### src/common/cpad_pkg.sv
package cpad_pkg;

  typedef enum logic [2:0] {
    CPAD_OP_NONE,
    CPAD_OP_POINTER_ADD_LITERAL,
    CPAD_OP_AND_LITERAL,
    CPAD_OP_ADD_LITERAL,
    CPAD_OP_AND_FILE,
    CPAD_OP_ADD_FILE,
    CPAD_OP_ARITH_SHIFT_RIGHT,
    CPAD_OP_ADD_FILE_WITH_CARRY
  } cpad_op_type;

  localparam int unsigned FILE_ADDR_W = 7;
  localparam int unsigned LIT_W       = 8;
  localparam int unsigned PTR_LIT_W   = 6;
  localparam int unsigned PTR_W       = 16;
  localparam int unsigned WB_ADR_W    = 8;

  // Destination select encoding
  localparam logic DEST_WORKING = 1'b0;
  localparam logic DEST_FILE    = 1'b1;

  // Register byte offsets
  localparam logic [WB_ADR_W-1:0] OFS_WORKING  = 8'h00;
  localparam logic [WB_ADR_W-1:0] OFS_STATUS   = 8'h04;
  localparam logic [WB_ADR_W-1:0] OFS_POINTER0 = 8'h08;
  localparam logic [WB_ADR_W-1:0] OFS_POINTER1 = 8'h0c;

  // Status field positions
  localparam int unsigned STAT_CARRY_BIT       = 0;
  localparam int unsigned STAT_DIGIT_CARRY_BIT = 1;
  localparam int unsigned STAT_ZERO_BIT        = 2;

  // Reset values
  localparam logic [7:0]       RST_WORKING = 8'h00;
  localparam logic [PTR_W-1:0] RST_POINTER = 16'h0000;
  localparam logic             RST_FLAG    = 1'b0;

  typedef struct packed {
    logic                   valid;
    cpad_op_type            op;
    logic [LIT_W-1:0]       literal;
    logic [FILE_ADDR_W-1:0] file_addr;
    logic                   dest;
    logic                   ptr_sel;
  } cpad_instr_type;

  typedef struct packed {
    logic [7:0]             working;
    logic                   carry;
    logic                   digit_carry_flag;
    logic                   zero;
    logic [PTR_W-1:0]       indirect_pointer0;
    logic [PTR_W-1:0]       indirect_pointer1;
    logic                   ack;
    logic [31:0]            rdata;
    logic                   file_we;
    logic [FILE_ADDR_W-1:0] file_addr;
    logic [7:0]             file_wdata;
    logic                   done;
  } cpad_state_type;

endpackage

### src/rtl/cpad_datapath.sv
// Register access over Wishbone and the register offsets were chosen for this implementation.
`timescale 1ns/1ps

module cpad_datapath (
  input  wire logic                              clk,
  input  wire logic                              rst_b,
  input  wire logic                              wb_cyc_i,
  input  wire logic                              wb_stb_i,
  input  wire logic                              wb_we_i,
  input  wire logic [cpad_pkg::WB_ADR_W-1:0]     wb_adr_i,
  input  wire logic [3:0]                        wb_sel_i,
  input  wire logic [31:0]                       wb_dat_i,
  output logic      [31:0]                       wb_dat_o,
  output logic                                   wb_ack_o,
  input  wire cpad_pkg::cpad_instr_type          instr_i,
  input  wire logic [7:0]                        file_rdata_i,
  output logic                                   file_we_o,
  output logic      [cpad_pkg::FILE_ADDR_W-1:0]  file_addr_o,
  output logic      [7:0]                        file_wdata_o,
  output logic                                   done_o
);

  cpad_pkg::cpad_state_type q;
  cpad_pkg::cpad_state_type d;

  // Returns {carry out of bit 7, carry out of bit 3, sum}
  function automatic logic [9:0] add8(input logic [7:0] a, input logic [7:0] b,
                                      input logic cin);
    logic [4:0] lo;
    logic [4:0] hi;
    lo = {1'b0, a[3:0]} + {1'b0, b[3:0]} + {4'h0, cin};
    hi = {1'b0, a[7:4]} + {1'b0, b[7:4]} + {4'h0, lo[4]};
    return {hi[4], lo[4], hi[3:0], lo[3:0]};
  endfunction

  function automatic logic is_zero(input logic [7:0] v);
    return (v == 8'h00);
  endfunction

  function automatic logic [31:0] lane_merge(input logic [31:0] old, input logic [31:0] nw,
                                             input logic [3:0] sel);
    logic [31:0] r;
    r = old;
    for (int i = 0; i < 4; i++) begin
      if (sel[i]) begin
        r[8*i +: 8] = nw[8*i +: 8];
      end
    end
    return r;
  endfunction

  function automatic logic [31:0] status_word(input cpad_pkg::cpad_state_type s);
    logic [31:0] r;
    r = 32'h0000_0000;
    r[cpad_pkg::STAT_CARRY_BIT]       = s.carry;
    r[cpad_pkg::STAT_DIGIT_CARRY_BIT] = s.digit_carry_flag;
    r[cpad_pkg::STAT_ZERO_BIT]        = s.zero;
    return r;
  endfunction

  logic [9:0]                   sum;
  logic [7:0]                   result;
  logic                         to_dest;
  logic [cpad_pkg::PTR_W-1:0]   ptr_sel_val;
  logic [cpad_pkg::PTR_W-1:0]   ptr_sum;
  logic [31:0]                  merged;
  logic                         bus_req;
  logic                         bus_wr;

  always_comb begin
    d = q;
    d.file_we = 1'b0;
    d.done = 1'b0;
    sum = 10'h000;
    result = 8'h00;
    to_dest = 1'b0;
    ptr_sel_val = instr_i.ptr_sel ? q.indirect_pointer1 : q.indirect_pointer0;
    ptr_sum = ptr_sel_val
            + {{(cpad_pkg::PTR_W-cpad_pkg::PTR_LIT_W){instr_i.literal[cpad_pkg::PTR_LIT_W-1]}},
               instr_i.literal[cpad_pkg::PTR_LIT_W-1:0]};
    merged = 32'h0000_0000;

    // Bus slave: ack one cycle after request, write commits while ack is high
    bus_req = wb_cyc_i && wb_stb_i;
    bus_wr = bus_req && wb_we_i && q.ack;
    d.ack = bus_req && !q.ack;
    if (bus_req && !q.ack) begin
      case (wb_adr_i)
        cpad_pkg::OFS_WORKING:  d.rdata = {24'h000000, q.working};
        cpad_pkg::OFS_STATUS:   d.rdata = status_word(q);
        cpad_pkg::OFS_POINTER0: d.rdata = {16'h0000, q.indirect_pointer0};
        cpad_pkg::OFS_POINTER1: d.rdata = {16'h0000, q.indirect_pointer1};
        default:                d.rdata = 32'h0000_0000;
      endcase
    end
    if (bus_wr) begin
      case (wb_adr_i)
        cpad_pkg::OFS_WORKING: begin
          merged = lane_merge({24'h000000, q.working}, wb_dat_i, wb_sel_i);
          d.working = merged[7:0];
        end
        cpad_pkg::OFS_STATUS: begin
          merged = lane_merge(status_word(q), wb_dat_i, wb_sel_i);
          d.carry = merged[cpad_pkg::STAT_CARRY_BIT];
          d.digit_carry_flag = merged[cpad_pkg::STAT_DIGIT_CARRY_BIT];
          d.zero = merged[cpad_pkg::STAT_ZERO_BIT];
        end
        cpad_pkg::OFS_POINTER0: begin
          merged = lane_merge({16'h0000, q.indirect_pointer0}, wb_dat_i, wb_sel_i);
          d.indirect_pointer0 = merged[15:0];
        end
        cpad_pkg::OFS_POINTER1: begin
          merged = lane_merge({16'h0000, q.indirect_pointer1}, wb_dat_i, wb_sel_i);
          d.indirect_pointer1 = merged[15:0];
        end
        default: begin
          merged = 32'h0000_0000;
        end
      endcase
    end

    // Execution overrides a bus write to the same state in the same cycle
    if (instr_i.valid) begin
      d.done = 1'b1;
      case (instr_i.op)
        cpad_pkg::CPAD_OP_POINTER_ADD_LITERAL: begin
          if (instr_i.ptr_sel) begin
            d.indirect_pointer1 = ptr_sum;
          end else begin
            d.indirect_pointer0 = ptr_sum;
          end
        end
        cpad_pkg::CPAD_OP_AND_LITERAL: begin
          result = q.working & instr_i.literal;
          d.working = result;
          d.zero = is_zero(result);
        end
        cpad_pkg::CPAD_OP_ADD_LITERAL: begin
          sum = add8(q.working, instr_i.literal, 1'b0);
          d.working = sum[7:0];
          d.carry = sum[9];
          d.digit_carry_flag = sum[8];
          d.zero = is_zero(sum[7:0]);
        end
        cpad_pkg::CPAD_OP_AND_FILE: begin
          result = q.working & file_rdata_i;
          to_dest = 1'b1;
          d.zero = is_zero(result);
        end
        cpad_pkg::CPAD_OP_ADD_FILE,
        cpad_pkg::CPAD_OP_ADD_FILE_WITH_CARRY: begin
          sum = add8(q.working, file_rdata_i,
                     (instr_i.op == cpad_pkg::CPAD_OP_ADD_FILE_WITH_CARRY) && q.carry);
          result = sum[7:0];
          to_dest = 1'b1;
          d.carry = sum[9];
          d.digit_carry_flag = sum[8];
          d.zero = is_zero(sum[7:0]);
        end
        cpad_pkg::CPAD_OP_ARITH_SHIFT_RIGHT: begin
          result = {file_rdata_i[7], file_rdata_i[7:1]};
          to_dest = 1'b1;
          d.carry = file_rdata_i[0];
          d.zero = is_zero(result);
        end
        default: begin
          d.done = 1'b0;
        end
      endcase
      if (to_dest) begin
        if (instr_i.dest == cpad_pkg::DEST_FILE) begin
          d.file_we = 1'b1;
          d.file_addr = instr_i.file_addr;
          d.file_wdata = result;
        end else begin
          d.working = result;
        end
      end
    end
  end

  always_ff @(posedge clk) begin
    if (!rst_b) begin
      q <= '{working:           cpad_pkg::RST_WORKING,
             carry:             cpad_pkg::RST_FLAG,
             digit_carry_flag:  cpad_pkg::RST_FLAG,
             zero:              cpad_pkg::RST_FLAG,
             indirect_pointer0: cpad_pkg::RST_POINTER,
             indirect_pointer1: cpad_pkg::RST_POINTER,
             ack:               1'b0,
             rdata:             32'h0000_0000,
             file_we:           1'b0,
             file_addr:         7'h00,
             file_wdata:        8'h00,
             done:              1'b0};
    end else begin
      q <= d;
    end
  end

  assign wb_dat_o     = q.rdata;
  assign wb_ack_o     = q.ack;
  assign file_we_o    = q.file_we;
  assign file_addr_o  = q.file_addr;
  assign file_wdata_o = q.file_wdata;
  assign done_o       = q.done;

endmodule

### config.mk
export PLATFORM = sky130hd
export DESIGN_NAME = cpad_datapath
export DESIGN_NICKNAME = d
export VERILOG_FILES = /design/src/common/cpad_pkg.sv /design/src/rtl/cpad_datapath.sv
export SDC_FILE = /design/constraint.sdc
export NUM_CORES = 1
export LEC_CHECK = 0
export ABC_AREA = 1
export BUFFER_PORTS_ARGS = -buffer_cell sky130_fd_sc_hd__clkbuf_2
export CORE_ASPECT_RATIO = 1.4
export CORE_MARGIN = 2
export CORE_UTILIZATION = 50
export DETAILED_ROUTE_END_ITERATION = 8
export MAX_ROUTING_LAYER = met4
export PLACE_DENSITY = 0.81
export SYNTH_ARGS = -nofsm -noshare
export SYNTH_HDL_FRONTEND = slang
export SYNTH_SLANG_ARGS = --single-unit
### constraint.sdc
create_clock -name clk -period 4.81 [get_ports clk]
set_clock_uncertainty 0.2 [all_clocks]
set_input_delay 1.2025 -clock clk [delete_from_list [all_inputs] [get_ports clk]]
set_output_delay 1.2025 -clock clk [all_outputs]
set_load 0.02 [all_outputs]
==> results of run 1 <==
## cell usage after synthesis (all sizes together)
| cell type | n | area share [%] |
|---|---|---|
| o211ai | 6 | 0.69 |
| ha | 31 | 6.0 |
| a21oi | 56 | 4.4 |
| nand3b | 6 | 0.69 |
| nand4 | 14 | 1.3 |
| o22ai | 3 | 0.29 |
| inv | 148 | 8.6 |
| xor2 | 9 | 1.2 |
| nor3b | 1 | 0.29 |
| xnor2 | 1 | 0.13 |
| buf | 71 | 7.7 |
| o2111ai | 1 | 0.13 |
| dfxtp | 77 | 24 |
| and2 | 1 | 0.096 |
| o21a | 1 | 0.12 |
| nand3 | 112 | 9.0 |
| a41oi | 1 | 0.13 |
| nor3 | 9 | 0.69 |
| clkbuf | 6 | 0.35 |
| a211oi | 1 | 0.12 |
| nand2 | 326 | 19 |
| or2 | 2 | 0.19 |
| fa | 8 | 2.5 |
| conb | 1 | 0.058 |
| o21ai | 81 | 6.2 |
| nor2 | 91 | 6.3 |
## cell type report
cell class                 instances  share of cell area (%)
sequential                        77                   21.78
clock buffer                      11                   3.429
inverter                         148                   7.884
timing repair buffer              97                   7.000
tap                              153                   2.705
multi-input combinational        777                   55.70
clock inverter                     5                   1.503
## sequential cells by signal, summed over array words and instances, names as in the netlist
register	count
wb_dat_o	16
wb_ack_o	1
done_o	1
file_addr_o	7
file_wdata_o	8
q	43
file_we_o	1
## where the power goes
part | total (W) | internal (W) | switching (W)
clock network | 0.000798 | 0.000523 | 0.000275
logic | 0.000328 | 0.000105 | 0.000224
registers | 0.000672 | 0.000655 | 0.0000168
## metrics by stage
| step | area [µm²] | util (%) | total power, W |
|---|---|---|---|
| floorplan | 6563 | - | 0.0009125 |
| global placement | 6729 | 52.77 | 0.001003 |
| detailed placement | 6729 | 52.77 | 0.001007 |
| CTS | 7078 | 55.50 | 0.001794 |
| global route | 7078 | 55.50 | 0.001863 |
| finish | 7078 | 55.50 | 0.001799 |
## path summary, 6_finish.rpt
kind,start,end,slack (ns),depth (start not counted)
min reg2reg,wb_dat_o[13],wb_dat_o[13],0.26,2
max reg2reg,q[85],q[82],1.30,15
max,instr_i[19],q[82],0.62,16
min,wb_dat_o[13],wb_dat_o[13],0.26,2
## kinds of logic (layout without fill, tap and decap cells)
| family | Yosys count | in the layout | synth area share [%] |
|---|---|---|---|
| DFF | 77 | 77 | 23.69 |
| other | 1 | 16 | 0.05764 |
| and+or+nand+nor | 562 | 562 | 37.83 |
| AOI/OAI and AO/OA | 150 | 150 | 12.08 |
| xor gates and xnor gates | 10 | 10 | 1.346 |
| adders and majority gates | 39 | 39 | 8.423 |
| buffers and inverters | 225 | 261 | 16.58 |
## tightest hold or removal path, cell delays in order (launching register included)
cell	delay (ns)
dfxtp_1	0.31
nand2_1	0.06
a21oi_1	0.05
## layout by cell type (no fill, tap or decap), drive strengths merged, types with 2 or more instances in the layout
| cell type | Yosys | routed |
|---|---|---|
| inv | 148 | 149 |
| nand3b | 6 | 6 |
| nand3 | 112 | 112 |
| bufinv | 0 | 3 |
| o211ai | 6 | 6 |
| buf | 71 | 4 |
| nor3 | 9 | 9 |
| conb | 1 | 16 |
| nand4 | 14 | 14 |
| dfxtp | 77 | 77 |
| nor2 | 91 | 91 |
| fa | 8 | 8 |
| o22ai | 3 | 3 |
| xor2 | 9 | 9 |
| clkbuf | 6 | 104 |
| o21ai | 81 | 81 |
| ha | 31 | 31 |
| or2 | 2 | 2 |
| a21oi | 56 | 56 |
| nand2 | 326 | 326 |
## layer usage
layer | vias up | GRT usage (%)
met4 | 0 | 19.39
met5 | - | -
met3 | 81 | 3.579
met1 | 3084 | 29.10
met2 | 272 | 50.83
li1 | 3425 | -
==> flow_metrics.env, run 1 <==
export IMPL_outcome="finished, final reports clean"
export IMPL_placed_cells=1252
export IMPL_finalHoldViolations=0
export IMPL_finalNonFillerCells=1268
export IMPL_portBuffers=93
export IMPL_max_cap_violations=0
export IMPL_end_kind="register"
export IMPL_worstPathArrival_ns=4.29
export IMPL_tightest_slew_ns=0.7249
export IMPL_startpoint_type="primary input"
export IMPL_slowest_delay_ns=0.46
export IMPL_path_common_cell="fa_1"
export IMPL_crit_chain="clkbuf_2 > nand4_1 > fa_1 > fa_1 > inv_1 > a21oi_1 > o21ai_0 > fa_1 > fa_1 > inv_1 > nand4_1 > nor3_1 > nand3_1 > nand3_1 > nand2_1 > inv_1"
export IMPL_met3_length_mm=1.149
export IMPL_path_buf_inv=4
export IMPL_pre_cts_slack_ns=0.3181
export IMPL_grt_antenna_before_repair=0
export IMPL_wl_mm=19.86
export IMPL_clock_latency_ns=0.34
export IMPL_routed_via_density=5.412
export IMPL_drc=0
export IMPL_wl_met1_mm=7.165
export IMPL_ys_seq_area_share_pct=23.69
export IMPL_crit_fanout=10
export IMPL_relSlewSlack_pct=51.56
export IMPL_multiInputGateArea_um2=3943
export IMPL_pwr_density_cell_nw_per_um2=254.1
export IMPL_crit_type="primary input to register"
export IMPL_gp_congestion=0.9596
export IMPL_path_clk_slew_ns=0.06
export IMPL_cts_tree="yes"
export IMPL_critical_path_top_delay_family="adder cells"
export IMPL_syn_area_um2=6506
export IMPL_grt_overflow_total=0
export IMPL_syn2layout_area_growth_pct=8.788
export IMPL_numCtsBuffers=9
export IMPL_nets=1227
export IMPL_die_area_um2=13950
export IMPL_clock_sinks=77
export IMPL_grt_setup_unrepaired="no"
export IMPL_drive_above_1_share_pct=13.27
export IMPL_post_synth_cell_area_avg_um2=6.115
export IMPL_postCtsSetupBuffers=0
export IMPL_drt_iter0_drc=532
export IMPL_grt_pass1_vias=6266
export IMPL_yosysUniqueCellTypes=39
export IMPL_regArea_um2=1541
export IMPL_power_leakage_nw=3.678
export IMPL_hp_class="register to register"
export IMPL_track_usage_pct=28.83
export IMPL_h_tree_depth=3
export IMPL_die_w_um=100.4
export IMPL_highest_signal_layer="met4"
export IMPL_setup_viol=0
export IMPL_fin_ws_ns=0.6151
export IMPL_wire_per_inst_um=15.66
export IMPL_fillCellCount=1300
export IMPL_diodes=0
export IMPL_die_y_um=139.0
export IMPL_ant_nets=0
export IMPL_min_period_ns=4.195
export IMPL_hold_buffers=0
export IMPL_max_freq_mhz=238.4
export IMPL_num_vias=6862
export IMPL_tns_ns=0
export IMPL_fin_crit_sh_pct=87.21
export IMPL_grt_pass1_wl_mm=30.68
export IMPL_root_buffer="clkbuf_16"
export IMPL_dpl_hpwl_mm=15.42
export IMPL_required_ns=4.90
export IMPL_holdWs_ns=0.2643
export IMPL_grt_max_degree=38
export IMPL_wl_met2_mm=10.12
export IMPL_slowest_stage="fa_1"
export IMPL_synth_seq_cells=77
export IMPL_synthCells=1064
export IMPL_ys_warn_count=0
export IMPL_start_util_pct=51.02
export IMPL_rows=49
export IMPL_post_cts_resize_count=0
export IMPL_clockBufferDepth=2
export IMPL_coreArea_um2=12750
export IMPL_io_pins=128
export IMPL_slew_viol_final=0
export IMPL_peakVddDrop_uv=175.9
export IMPL_drt_pass1_iter_count=8
No activity file was read; power rests on OpenSTA's default activity.
==> run 2, diff against run 1 <==
Settings changed: ABC_CLOCK_PERIOD_IN_PS from default to 4010, BUFFER_PORTS_ARGS -buffer_cell sky130_fd_sc_hd__clkbuf_2 to -buffer_cell sky130_fd_sc_hd__buf_2.
Clock period 4.81 ns to 4.01 ns, I/O delays scaled along.
==> run 2 against run 1 <==
  * Register-to-register slack got worse by 0.64 ns
  * Via count up 0.63%
  * Critical path type unchanged
  * Utilization grew 0.56 points
  * Sequential cell count stayed put
  * Cell area grew 1.0%
  * Count of clock-buffer cells in the layout decreased by 1
==> flow_metrics.env, run 2 (synthesis results as in run 1) <==
export IMPL_grt_max_degree=38
export IMPL_grt_antenna_before_repair=0
export IMPL_clock_latency_ns=0.34
export IMPL_die_area_um2=13950
export IMPL_root_buffer="clkbuf_16"
export IMPL_h_tree_depth=3
export IMPL_crit_type="primary input to register"
export IMPL_hp_class="register to register"
export IMPL_placed_cells=1267
export IMPL_pwr_density_cell_nw_per_um2=287.9
export IMPL_die_w_um=100.4
export IMPL_diodes=0
export IMPL_wl_mm=19.76
export IMPL_drive_above_1_share_pct=14.51
export IMPL_crit_fanout=2
export IMPL_top_register="q"
export IMPL_clockBufferDepth=2
export IMPL_drt_iter0_drc=394
export IMPL_tns_ns=0
export IMPL_dpl_hpwl_mm=15.73
export IMPL_track_usage_pct=29.22
export IMPL_syn2layout_area_growth_pct=9.885
export IMPL_grt_setup_unrepaired="no"
export IMPL_final_cell_mix="318 x nand2_1, 140 x inv_1, 109 x nand3_1"
export IMPL_grt_pass1_wl_mm=31.36
export IMPL_multiInputGateArea_um2=3943
export IMPL_r2r_setup_slack_ns=0.66
export IMPL_num_vias=6905
export IMPL_holdWs_ns=0.2638
export IMPL_grt_pass1_vias=6460
export IMPL_power_leakage_nw=3.751
export IMPL_nets=1242
export IMPL_use_met2_pct=50.44
export IMPL_postLayoutCoreUtil_pct=56.06
export IMPL_rows=49
export IMPL_postCtsSetupBuffers=0
export IMPL_clock_sinks=77
export IMPL_path_clk_slew_ns=0.06
export IMPL_startpoint_type="primary input"
export IMPL_coreArea_um2=12750
export IMPL_finalHoldViolations=0
export IMPL_numCtsBuffers=9
export IMPL_layout_commonest_cell="nand2_1"
export IMPL_start_util_pct=51.02
export IMPL_gp_congestion=1.019
export IMPL_busiest_layer="met2"
export IMPL_worstPathArrival_ns=3.80
export IMPL_drt_pass1_iter_count=5
export IMPL_outcome="finished, final reports clean"
export IMPL_fillCellCount=1287
export IMPL_relSlewSlack_pct=54.79
export IMPL_ant_nets=0
export IMPL_end_kind="register"
export IMPL_grt_use_met1_pct=29.96
export IMPL_wire_per_inst_um=15.40
export IMPL_tightest_slew_ns=0.6757
export IMPL_grt_overflow_total=0
export IMPL_slew_viol_final=0
export IMPL_portBuffers=93
export IMPL_largest_reg_flops=43
export IMPL_drc=0
export IMPL_peakVddDrop_uv=191.3
export IMPL_hold_buffers=0
export IMPL_io_pins=128
export IMPL_max_freq_mhz=269.4
export IMPL_routed_via_density=5.382
export IMPL_finalNonFillerCells=1283
export IMPL_cts_tree="yes"
export IMPL_setup_viol=0
export IMPL_max_cap_violations=0
export IMPL_power_w=0.002058
export IMPL_die_y_um=139.0
export IMPL_min_period_ns=3.711
export IMPL_required_ns=4.10
export IMPL_fin_crit_sh_pct=92.55
export IMPL_regArea_um2=1541
export IMPL_use_met3_pct=3.780
## run 2: cell count changes in the layout (fill, tap and decap cells not counted)
cell,change
o21ai_0,-1
o21ai_1,+1
clkbuf_1,-1
bufinv_16,-2
clkbuf_2,-93
inv_6,+1
clkinv_2,+1
clkinv_4,+1
buf_2,+93
buf_4,+15
## run 2: worst paths after layout
kind         cells after the start   startpoint     endpoint
min reg2reg                      2  wb_dat_o[8]  wb_dat_o[8]
max reg2reg                     15        q[84]        q[82]
min                              2  wb_dat_o[8]  wb_dat_o[8]
max                             16  instr_i[19]        q[82]
## run 2: where the power goes
group / switching (W) / internal [W]
sequential: 0.0000174 / 0.000786
combinational: 0.000271 / 0.000136
clock: 0.000344 / 0.000503
## run 2: layer usage
metal	share of wire, %	vias up
met2	50	276
met5	0	-
met3	4.9	88
met4	8.3	0
li1	-	3450
met1	37	3091
## run 2: repair_timing
item                                    4_1_cts  5_1_grt
hold endpoints to repair                      0        0
endpoints found under the setup margin        0        2
gates resized for setup                       0        1
## run 2: layout make-up
type,instances,share of cell area (%)
Clock buffer,10,3.343
Clock inverter,6,0.9625
Inverter,148,7.805
Multi-Input combinational cell,777,55.15
Sequential cell,77,21.56
Tap cell,153,2.678
Timing Repair Buffer,112,8.505
## run 2: per-stage QoR
stage          instance area [µm²]  setup WS (ns)
2_1_floorplan                 6563         0.1390
3_3_place_gp                  6842        -0.1461
3_5_place_dp                  6842        -0.1611
4_1_cts                       7149         0.1807
5_1_grt                       7149        0.06110
6_report                      7149         0.2986
## run 2: critical path, cell delays in order
cell     delay, ns
buf_2         0.09
nand4_1       0.17
fa_1          0.44
fa_1          0.40
inv_1         0.09
a21oi_1       0.06
o21ai_1       0.20
fa_1          0.26
fa_1          0.41
inv_1         0.09
nand4_1       0.09
nor3_1        0.17
nand3_1       0.10
nand3_1       0.12
nand2_1       0.06
inv_1         0.05
